[config.mk]
export PLATFORM = sky130hd
export DESIGN_NAME = spims_port
export DESIGN_NICKNAME = d
export VERILOG_FILES = /design/src/pkg/spims_pkg.sv /design/src/core/spims_rate_div.sv /design/src/core/spims_port.sv
export SDC_FILE = /design/constraint.sdc
export NUM_CORES = 1
export LEC_CHECK = 0
export BUFFER_PORTS_ARGS = -buffer_cell sky130_fd_sc_hd__buf_2
export CORE_UTILIZATION = 55
export CTS_CLUSTER_SIZE = 24
export DETAILED_ROUTE_END_ITERATION = 7
export MAX_ROUTING_LAYER = met4
export PLACE_DENSITY = 0.9
export RECOVER_POWER = 100
export SYNTH_ARGS = -nofsm -noshare
export SYNTH_HDL_FRONTEND = slang
export SYNTH_HIERARCHICAL = 1
export SYNTH_SLANG_ARGS = --single-unit
[constraint.sdc]
create_clock -name i_clk -period 3.1 [get_ports i_clk]
set_input_delay 0.31 -clock i_clk [delete_from_list [all_inputs] [get_ports i_clk]]
set_output_delay 0.31 -clock i_clk [all_outputs]
set_load 0.01 [all_outputs]
[src/pkg/spims_pkg.sv]
// Shared constants and state types for the SPI master/slave port
package spims_pkg;

    // Register byte addresses on the Wishbone bus
    localparam logic [3:0] ADDR_CONTROL = 4'h0;
    localparam logic [3:0] ADDR_STATUS  = 4'h4;
    localparam logic [3:0] ADDR_DATA    = 4'h8;
    localparam logic [3:0] ADDR_PINCFG  = 4'hC;

    // spi_control fields
    localparam int CTRL_IRQ_ENABLE  = 7;
    localparam int CTRL_PORT_ENABLE = 6;
    localparam int CTRL_BIT_ORDER   = 5;
    localparam int CTRL_MASTER      = 4;
    localparam int CTRL_POLARITY    = 3;
    localparam int CTRL_PHASE       = 2;
    localparam int CTRL_RATE_HI     = 1;
    localparam int CTRL_RATE_LO     = 0;

    // spi_status fields
    localparam int STAT_DONE   = 7;
    localparam int STAT_WRITE_COLLISION_FLAG   = 6;
    localparam int STAT_DOUBLE = 0;

    // pin_config fields
    localparam int PIN_SS_OUT    = 0;
    localparam int PIN_MOSI_OUT  = 1;
    localparam int PIN_SCK_OUT   = 2;
    localparam int PIN_MISO_OUT  = 3;
    localparam int PIN_SS_LEVEL  = 4;
    localparam int PIN_GLOBAL_IE = 7;

    // Reset values
    localparam logic [7:0] CONTROL_RESET = 8'h00;
    localparam logic [7:0] PINCFG_RESET  = 8'h00;
    localparam logic       FLAG_RESET    = 1'b0;

    // Half SCK period in system clocks: divide by 4,16,64,128 or 2,8,32,64
    localparam logic [5:0] HALF_DIV4   = 6'h02;
    localparam logic [5:0] HALF_DIV16  = 6'h08;
    localparam logic [5:0] HALF_DIV64  = 6'h20;
    // Only half period that needs a seventh bit
    localparam logic [6:0] HALF_DIV128 = 7'h40;
    localparam logic [5:0] HALF_DIV2   = 6'h01;
    localparam logic [5:0] HALF_DIV8   = 6'h04;
    localparam logic [5:0] HALF_DIV32  = 6'h10;

    // Byte framing
    localparam logic [3:0] LAST_EDGE   = 4'hF;
    localparam logic [2:0] LAST_SAMPLE = 3'h7;

    typedef struct packed {
        logic [6:0] cnt;
        logic       tick;
    } spims_div_type;

    typedef struct packed {
        logic       ack;
        logic [7:0] rdata;
        logic [7:0] ctrl;
        logic       dbl;
        logic       done;
        logic       write_collision_flag;
        logic       arm_done;
        logic       arm_write_collision_flag;
        logic [7:0] pincfg;
        logic [7:0] sr;
        logic [7:0] rx_buf;
        logic       out_bit;
        logic       running;
        logic [3:0] edge_cnt;
        logic [2:0] bit_cnt;
        logic       sck_out;
        logic       sck_prev;
        logic       ss_prev;
    } spims_state_type;

endpackage

[src/core/spims_rate_div.sv]
// Master SCK rate divider: one tick per half SCK period
`timescale 1ns/1ps
module spims_rate_div (
    // Clock and reset
    input  wire logic       i_clk,
    input  wire logic       i_reset,
    // Control
    input  wire logic       i_run,
    input  wire logic [1:0] i_rate,
    input  wire logic       i_double,
    // Half-period tick
    output logic            o_tick
);

    spims_pkg::spims_div_type state_ff;
    spims_pkg::spims_div_type nxt_state;
    logic [6:0]               half;

    ////////////////////////////////////////////////////////////////////////
    always_comb begin
        case ({i_double, i_rate})
            3'h0:    half = {1'b0, spims_pkg::HALF_DIV4};
            3'h1:    half = {1'b0, spims_pkg::HALF_DIV16};
            3'h2:    half = {1'b0, spims_pkg::HALF_DIV64};
            3'h3:    half = spims_pkg::HALF_DIV128;
            3'h4:    half = {1'b0, spims_pkg::HALF_DIV2};
            3'h5:    half = {1'b0, spims_pkg::HALF_DIV8};
            3'h6:    half = {1'b0, spims_pkg::HALF_DIV32};
            default: half = {1'b0, spims_pkg::HALF_DIV64};
        endcase
    end

    always_comb begin
        nxt_state      = state_ff;
        nxt_state.tick = 1'b0;
        if (!i_run) begin
            nxt_state.cnt = 7'h00;
        end else if (state_ff.cnt >= half - 7'h01) begin
            nxt_state.cnt  = 7'h00;
            nxt_state.tick = 1'b1;
        end else begin
            nxt_state.cnt = state_ff.cnt + 7'h01;
        end
    end

    always_ff @(posedge i_clk or posedge i_reset) begin
        if (i_reset) begin
            state_ff <= '0;
        end else begin
            state_ff <= nxt_state;
        end
    end

    assign o_tick = state_ff.tick;
endmodule

[src/core/spims_port.sv]
// SPI master/slave port with Wishbone register access
//
// The register addresses and the Wishbone register port were decided locally.
`timescale 1ns/1ps
module spims_port (
    // Clock and reset
    input  wire logic        i_clk,
    input  wire logic        i_reset,
    // Wishbone slave
    input  wire logic        i_wb_cyc,
    input  wire logic        i_wb_stb,
    input  wire logic        i_wb_we,
    input  wire logic [3:0]  i_wb_adr,
    input  wire logic [31:0] i_wb_dat,
    input  wire logic [3:0]  i_wb_sel,
    output logic [31:0]      o_wb_dat,
    output logic             o_wb_ack,
    // Interrupt request and vector acknowledge
    input  wire logic        i_irq_vector_taken,
    output logic             o_irq,
    // SCK pin
    input  wire logic        i_sck,
    output logic             o_sck,
    output logic             o_sck_oe_n,
    // MOSI pin
    input  wire logic        i_mosi,
    output logic             o_mosi,
    output logic             o_mosi_oe_n,
    // MISO pin
    input  wire logic        i_miso,
    output logic             o_miso,
    output logic             o_miso_oe_n,
    // Slave select pin
    input  wire logic        i_ss_n,
    output logic             o_ss_n,
    output logic             o_ss_n_oe_n
);

    spims_pkg::spims_state_type state_ff;
    spims_pkg::spims_state_type nxt_state;
    logic                       tick;
    logic                       port_en;
    logic                       is_master;
    logic                       lsb_first;
    logic                       clock_polarity_bit;
    logic                       clock_phase_bit;
    logic                       ss_is_out;
    logic                       global_ie;

    function automatic logic top_bit(input logic [7:0] sr, input logic lsb);
        top_bit = lsb ? sr[0] : sr[7];
    endfunction

    function automatic logic [7:0] shift_in(input logic [7:0] sr, input logic lsb,
                                            input logic b);
        shift_in = lsb ? {b, sr[7:1]} : {sr[6:0], b};
    endfunction

    assign port_en   = state_ff.ctrl[spims_pkg::CTRL_PORT_ENABLE];
    assign is_master = state_ff.ctrl[spims_pkg::CTRL_MASTER];
    assign lsb_first = state_ff.ctrl[spims_pkg::CTRL_BIT_ORDER];
    assign clock_polarity_bit      = state_ff.ctrl[spims_pkg::CTRL_POLARITY];
    assign clock_phase_bit      = state_ff.ctrl[spims_pkg::CTRL_PHASE];
    assign ss_is_out = state_ff.pincfg[spims_pkg::PIN_SS_OUT];
    assign global_ie = state_ff.pincfg[spims_pkg::PIN_GLOBAL_IE];

    ////////////////////////////////////////////////////////////////////////
    spims_rate_div u_rate_div (
        .i_clk    (i_clk),
        .i_reset  (i_reset),
        .i_run    (state_ff.running),
        .i_rate   (state_ff.ctrl[spims_pkg::CTRL_RATE_HI:spims_pkg::CTRL_RATE_LO]),
        .i_double (state_ff.dbl),
        .o_tick   (tick)
    );

    ////////////////////////////////////////////////////////////////////////
    always_comb begin
        logic       req;
        logic       acc;
        logic       busy;
        logic       sample;
        logic       in_bit;
        logic       slave_live;
        logic [7:0] shifted;
        req        = i_wb_cyc & i_wb_stb;
        acc        = req & state_ff.ack;
        busy       = state_ff.running | (state_ff.bit_cnt != 3'h0);
        sample     = 1'b0;
        in_bit     = 1'b0;
        slave_live = 1'b0;
        shifted    = 8'h00;
        nxt_state  = state_ff;

        // Bus answer: ack one cycle after the request, effects at the ack edge
        nxt_state.ack = req & ~state_ff.ack;
        if (req && !state_ff.ack) begin
            case (i_wb_adr)
                spims_pkg::ADDR_CONTROL: nxt_state.rdata = state_ff.ctrl;
                spims_pkg::ADDR_STATUS:  nxt_state.rdata = {state_ff.done,
                    state_ff.write_collision_flag, 5'h00, state_ff.dbl};
                spims_pkg::ADDR_DATA:    nxt_state.rdata = state_ff.rx_buf;
                spims_pkg::ADDR_PINCFG:  nxt_state.rdata = state_ff.pincfg;
                default:                 nxt_state.rdata = 8'h00;
            endcase
        end

        // Flag clearing: status read arms, data access clears
        if (acc && i_wb_adr == spims_pkg::ADDR_DATA) begin
            if (state_ff.arm_done) begin
                nxt_state.done = 1'b0;
            end
            if (state_ff.arm_write_collision_flag) begin
                nxt_state.done = 1'b0;
                nxt_state.write_collision_flag = 1'b0;
            end
            nxt_state.arm_done = 1'b0;
            nxt_state.arm_write_collision_flag = 1'b0;
        end
        if (acc && !i_wb_we && i_wb_adr == spims_pkg::ADDR_STATUS) begin
            nxt_state.arm_done = state_ff.done;
            nxt_state.arm_write_collision_flag = state_ff.write_collision_flag;
        end
        if (i_irq_vector_taken) begin
            nxt_state.done = 1'b0;
        end

        // Register writes
        if (acc && i_wb_we && i_wb_sel[0]) begin
            case (i_wb_adr)
                spims_pkg::ADDR_CONTROL: nxt_state.ctrl = i_wb_dat[7:0];
                spims_pkg::ADDR_STATUS:  nxt_state.dbl  = i_wb_dat[spims_pkg::STAT_DOUBLE];
                spims_pkg::ADDR_PINCFG:  nxt_state.pincfg = i_wb_dat[7:0];
                spims_pkg::ADDR_DATA: begin
                    if (busy) begin
                        // Single-buffered: the byte in flight is kept
                        nxt_state.write_collision_flag = 1'b1;
                    end else begin
                        nxt_state.sr      = i_wb_dat[7:0];
                        nxt_state.out_bit = top_bit(i_wb_dat[7:0], lsb_first);
                        if (port_en && is_master) begin
                            nxt_state.running  = 1'b1;
                            nxt_state.edge_cnt = 4'h0;
                        end
                    end
                end
                default: ;
            endcase
        end

        ////////////////////////////////////////////////////////////////////
        // Master engine, stepped by the rate divider
        if (port_en && is_master && state_ff.running && tick) begin
            nxt_state.sck_out  = ~state_ff.sck_out;
            nxt_state.edge_cnt = state_ff.edge_cnt + 4'h1;
            sample  = state_ff.edge_cnt[0] == clock_phase_bit;
            shifted = state_ff.sr;
            if (sample) begin
                shifted      = shift_in(state_ff.sr, lsb_first, i_miso);
                nxt_state.sr = shifted;
            end else begin
                nxt_state.out_bit = top_bit(state_ff.sr, lsb_first);
            end
            if (state_ff.edge_cnt == spims_pkg::LAST_EDGE) begin
                nxt_state.running = 1'b0;
                nxt_state.rx_buf  = shifted;
                nxt_state.done    = 1'b1;
            end
        end

        // Slave engine, SCK taken as synchronous and edge-detected
        nxt_state.sck_prev = i_sck;
        nxt_state.ss_prev  = i_ss_n;
        slave_live = port_en && !is_master && !i_ss_n;
        if (slave_live && i_sck != state_ff.sck_prev) begin
            sample = (i_sck != clock_polarity_bit) != clock_phase_bit;
            in_bit = i_mosi;
            if (sample) begin
                shifted      = shift_in(state_ff.sr, lsb_first, in_bit);
                nxt_state.sr = shifted;
                if (state_ff.bit_cnt == spims_pkg::LAST_SAMPLE) begin
                    nxt_state.bit_cnt = 3'h0;
                    nxt_state.rx_buf  = shifted;
                    nxt_state.done    = 1'b1;
                end else begin
                    nxt_state.bit_cnt = state_ff.bit_cnt + 3'h1;
                end
            end else begin
                nxt_state.out_bit = top_bit(state_ff.sr, lsb_first);
            end
        end else if (slave_live && state_ff.bit_cnt == 3'h0 && !clock_phase_bit) begin
            // First bit must be on MISO before the first sampling edge
            nxt_state.out_bit = top_bit(state_ff.sr, lsb_first);
        end
        if (!is_master && i_ss_n && !state_ff.ss_prev) begin
            // Deselect mid-byte: drop the partial byte and resync the counter
            nxt_state.bit_cnt = 3'h0;
            if (state_ff.bit_cnt != 3'h0) begin
                nxt_state.sr = 8'h00;
            end
        end
        if (!is_master && i_ss_n) begin
            nxt_state.bit_cnt = 3'h0;
        end

        // Mode fault: another master pulled the select input low
        if (port_en && is_master && !ss_is_out && !i_ss_n) begin
            nxt_state.ctrl[spims_pkg::CTRL_MASTER] = 1'b0;
            nxt_state.running = 1'b0;
            nxt_state.done    = 1'b1;
        end

        // Disabled or idle: park SCK at its idle level
        // Next control word, so a disabling write stops a byte at once
        if (!nxt_state.ctrl[spims_pkg::CTRL_PORT_ENABLE]) begin
            nxt_state.running = 1'b0;
            nxt_state.bit_cnt = 3'h0;
        end
        if (!nxt_state.running) begin
            nxt_state.sck_out = nxt_state.ctrl[spims_pkg::CTRL_POLARITY];
        end
    end

    always_ff @(posedge i_clk or posedge i_reset) begin
        if (i_reset) begin
            state_ff        <= '0;
            state_ff.ctrl   <= spims_pkg::CONTROL_RESET;
            state_ff.pincfg <= spims_pkg::PINCFG_RESET;
            state_ff.done   <= spims_pkg::FLAG_RESET;
            state_ff.write_collision_flag   <= spims_pkg::FLAG_RESET;
            state_ff.ss_prev  <= 1'b1;
        end else begin
            state_ff <= nxt_state;
        end
    end

    ////////////////////////////////////////////////////////////////////////
    // Outputs
    assign o_wb_ack = state_ff.ack;
    assign o_wb_dat = {24'h000000, state_ff.rdata};
    assign o_irq    = state_ff.ctrl[spims_pkg::CTRL_IRQ_ENABLE]
                      & state_ff.done & global_ie;

    assign o_sck  = state_ff.sck_out;
    assign o_mosi = state_ff.out_bit;
    assign o_miso = state_ff.out_bit;
    assign o_ss_n = state_ff.pincfg[spims_pkg::PIN_SS_LEVEL];

    // Pin directions: user-chosen in the driving role, forced input otherwise; SS is forced input only in an enabled slave
    assign o_sck_oe_n  = ~(port_en & is_master
                           & state_ff.pincfg[spims_pkg::PIN_SCK_OUT]);
    assign o_mosi_oe_n = ~(port_en & is_master
                           & state_ff.pincfg[spims_pkg::PIN_MOSI_OUT]);
    assign o_miso_oe_n = ~(port_en & ~is_master & ~i_ss_n
                           & state_ff.pincfg[spims_pkg::PIN_MISO_OUT]);
    assign o_ss_n_oe_n = ~(ss_is_out & ~(port_en & ~is_master));
endmodule

Yosys cells after proc, flatten, opt, wreduce, memory -nomap -nowiden
Index checks and enable logic that the tools add are counted.

word-level totals
  logic and storage cells = 167
  bits in latches = 0
  flip-flop bits (word level) = 66
  output and inout port bits = 42
  RAM bits = 0
  bits in read-only memories = 0
  memories = 0
  bits of input ports = 50

operators by class
  divide/modulo/power cells = 0
  bitwise gates (word level) = 22
  muxes and demuxes = 59
  multipliers = 0
  $add $sub $neg = 4
  reduce and logical (&&, ||, !) cells = 41
  order comparisons = 1
  shift operators = 0
  equal/unequal tests = 18

operators with widths
  kind                                                                     number
  8-bit two-way mux                                                        12
  7-bit one-hot mux with 6 select lines                                    1
  16-bit two-way mux                                                       2
  8-bit one-hot mux with 4 select lines                                    1
  1-bit two-way mux                                                        26
  22-bit two-way mux                                                       1
  7-bit two-way mux                                                        3
  1-bit logical AND                                                        18
  3-bit two-way mux                                                        6
  6-bit two-way mux                                                        3
  1-bit bitwise AND                                                        12
  3-bit equality test, second input constant                               4
  4-bit equality test, second input constant                               3
  2-bit nonzero test                                                       6
  2-bit AND reduction                                                      5
  1-bit NOT                                                                9
  4-bit by 1-bit inequality test with 1-bit output, second input constant  2
  7-bit by 1-bit adder with 7-bit output, second input constant            1
  7-bit >= comparator                                                      1
  1-bit zero test                                                          7
  7-bit by 1-bit subtractor with 7-bit output, second input constant       1
  3-bit zero test                                                          2
  5-bit two-way mux                                                        1
  4-bit by 1-bit adder with 4-bit output, second input constant            1
  other kinds (13)                                                         17

Logic depth before layout (Yosys ltp)
  depth in word-level cells = 12
  gate-level depth with buffers = 12
  mapped depth without buffers = 12

Cells and area by module
Netlist, hierarchy kept.

by module, submodules not included
  module          cells each  times used  seq. area each (µm²)  area an instance (µm²)
  spims_port      349         1           1452.6                3575.9
  spims_rate_div  64          1           200.2                 606.8

Least setup slack after synthesis
Ideal clock, no wire load.

  kind = reg2reg
  from = reg state_ff[40] (netlist bit)
  to = reg u_rate_div.state_ff (netlist bit u_rate_div/o_tick)
  arrival = 2.280 ns
  clock period less this slack = 2.399 ns
  path slack = 0.701 ns
  setup time = 0.119 ns
  buffers on the path = 0
  cell stages (with the launch flop) = 12
  data required time = 2.981 ns
  path through = dfrtp_1 or3_1 ha_1 nor2_1 nand2_1 nand2_1 a21oi_1 ha_1 a211o_1 a21oi_4 o31ai_4 and2_1

RTL lines
  what                    RTL line              source
  from (decl)             spims_port.sv:39      spims_pkg::spims_state_type state_ff;
  from (signal assigned)  spims_port.sv:233     state_ff <= nxt_state;
  to (signal assigned)    spims_rate_div.sv:50  state_ff <= nxt_state;
  to (decl)               spims_rate_div.sv:15  spims_pkg::spims_div_type state_ff;

==> run_results.csv <==
group,metric,value,unit
critical_path,start_kind,"primary input",
synth,yosysWarningCount,6,
critical_path,worstPathCellList,"buf_2, nor4b_1, and4_1, mux2i_1, a211oi_1",
critical_path,cp.required,3.35,ns
status,status,"complete, no violations",
synth,yosys.area.top_type_share,38.9,%
synth,synth_ff_type,"dfrtp_1",
sta,hold_slack,0.151,ns
global_route,overflow,0,
layout,nFillCells,640,
layout,diodes,0,
detailed_routing,first_iter_violations,265,
place,dp_slack,0.535,ns
synth,synth_edf_count,0,
layout,ff_latch_area,1650,sq um
cts,clkLatencyLatePin,0.35,ns
layout,largest_reg_flops,39,
critical_path,worstSetupPathType,"in -> reg",
power,p_seq_share,48.2,%
die,dieHeight,89.2,um
power,power_leakage,1.91,nW
sta,setup_tns,0,ns
synth,async_flop_share,100,%
detailed_routing,drt-total-wl,9140,um
die,dieArea,7960,sq um
layout,utilization,60.2,%
detailed_routing,wl_per_cell,16.8,um
power,internal_power,1.45,mW
place,portBuffers,40,
die,start_util,57.4,%
critical_path,slowest_stage,"nor4b_1",
cts,clk_pin_slew,0.07,ns
sta,finalCritPeriodShare,88.6,%
die,row_count,31,
sta,rsz0062_at_grt,"no",
place,place_area,4240,sq um
synth,synthDistinctLibCells,64,
sta,relSlewSlack,2.32,%
power,power_density,465,nW/um^2
synth,synth_area_leaders,"dfrtp_1 (39%), buf_4 (6.1%), mux2_2 (4.6%)",
synth,avgSynthCellArea,10.1,sq um
cts,clockBufferDepth,2,
detailed_routing,dr_total_vias,3170,
layout,top_register,"state_ff",
cts,cts.root.buffer_cell,"clkbuf_8",
layout,drive_above_1_share,15.7,%
global_route,grt_pass1_vias,2993,
sta,finalClockSkew,0.00863,ns
power,switchingPower,592,uW
global_route,grtUsageTotal,26.4,%
synth,synthCells,413,
sta,worstMarginPinSlew,1.44,ns
power,sw_frac_of_total,29.0,%
synth,ys_ff_latch,66,
cts,post-cts-setup-buffers,0,
critical_path,cpPeakStageDelay,1.19,ns
cts,cts.sinks,66,
flow_run,maxCapViolCount,0,
detailed_routing,postRouteAntennaNets,0,
place,dpl.hpwl,6640,um
sta,setup_viol,0,
layout,final_cell_area,4390,sq um
global_route,antenna_found_initial,0,
global_route,grt_pass1_wl,14900,um
sta,report.final.hold_viol_count,0,
cts,htreeDepth,3,
synth,synth_seq_area_share,39.5,%
cts,numCtsBuffers,9,
power,pwr-share-comb,15.8,%
layout,area_growth,4.91,%
power,ir_drop,226,uV
sta,final_max_slew_viol_count,0,
worst_hold_path,min_path_type,"in -> reg",
place,place_congestion,0.915,
die,dieWidth,89.2,um
critical_path,worstSetupEndpointType,"register",
critical_path,cp_top_family,"simple AND/OR/NAND/NOR gates",
critical_path,crit_buf_inv,1,
die,core,7290,sq um
cts,post_cts_resized,0,
global_route,grt_max_degree,34,
detailed_routing,drc,0,
layout,multi_input_area,2140,sq um
sta,fin_crit,2.75,ns
detailed_routing,via_per_inst,5.83,
synth,synth.largest_area_cell,"dfrtp_1",
sta,finalWorstSetupSlack,0.354,ns
sta,fmaxAchievable,364,MHz
detailed_routing,firstDrtPassIters,5,
cts,cts_tree,"done",
layout,nNetsFinal,503,
critical_path,crit_fanout,21,
synth,netlist_area,4180,sq um
power,clockPowerShare,36.1,%
die,pin_count,92,
critical_path,cp.arrival,3.00,ns
==> metrics by stage <==
| stage | instances | power [mW] |
|---|---|---|
| after CTS | 544 | 2.06 |
| after detailed placement | 527 | 1.33 |
| after global placement | 527 | 1.31 |
| after floorplan | 436 | 1.26 |
| final | 544 | 2.04 |
| after global routing | 544 | 2.15 |
==> cells in the final DEF (no fill, tap or decap), drive strengths merged, types with 5 or more instances in the layout <==
master and n:
a211oi 14, a21oi 9, and2 10, buf 21
clkbuf 32, clkinv 5, conb 24, dfrtp 65
ha 13, inv 16, mux2 18, mux2i 18
nand2 33, nand3 18, nand4 6, nor2 19
nor2b 5, nor3 10, nor3b 7, o211ai 9
o21ai 20, xnor2 5, xor2 6
==> cell usage after synthesis (5+ instances only) <==
cell type and n:
a211oi_1 12, a21oi_1 8, and2_1 9, buf_2 5, buf_4 34, clkbuf_1 6, dfrtp_1 65, ha_1 13
inv_1 16, mux2_2 17, mux2i_1 18, nand2_1 33, nand3_1 17, nand4_1 6, nor2_1 19, nor2b_1 5
nor3_1 10, o211ai_1 9, o21ai_0 18, xnor2_1 5, xor2_1 6
==> timing repair <==
item,4_1_cts,5_1_grt
hold buffers,1,0
setup endpoints to repair,0,0
hold endpoints to repair,8,0
==> routing by layer <==
metal	track usage [%]	wire length [um]	up-vias
met5	-	0	-
met4	8.37	149	0
met3	5.91	581	16
met2	41.6	4420	128
met1	33.9	3980	1527
li1	-	-	1499
==> worst paths after layout <==
path	start	endpoint	slack (ns)	depth (start not counted)
max in group asynchronous	i_reset	state_ff[21]	0.96	4
setup reg to reg	state_ff[40]	u_rate_div/state_ff[3]	0.38	10
hold / removal	i_sck	state_ff[1]	0.15	1
hold reg to reg	o_wb_dat[7]	o_wb_dat[7]	0.48	1
min in group asynchronous	i_reset	u_rate_div/state_ff[2]	0.46	3
setup / recovery	i_wb_adr[3]	state_ff[26]	0.35	5
==> power by group through the flow <==
| stage | clock network [mW] | logic [mW] | registers (mW) |
|---|---|---|---|
| final | 0.735 | 0.321 | 0.982 |
| after floorplan | 0 | 0.281 | 0.978 |
| after CTS | 0.747 | 0.335 | 0.980 |
| after global placement | 0 | 0.320 | 0.992 |
| after detailed placement | 0 | 0.329 | 0.996 |
| after global routing | 0.795 | 0.363 | 0.989 |
==> cell type report <==
| class | instances | area share [%] |
|---|---|---|
| Clock buffer | 10 | 3.14 |
| Inverter | 16 | 1.37 |
| Tap cell | 99 | 2.82 |
| Timing Repair Buffer | 44 | 4.65 |
| Multi-Input combinational cell | 303 | 48.8 |
| Sequential cell | 66 | 37.7 |
| Clock inverter | 6 | 1.51 |
==> cell families after synthesis <==
kind of cell	Yosys count	share of synthesized area [%]
mux	36	9.24
compound gates	82	15.0
fa+ha+maj	13	3.89
flops	66	39.5
other cells	1	0.0897
simple gates	136	19.0
buf+inv	67	10.3
xor+xnor	12	2.87
Power figures use the tool's default switching activity.
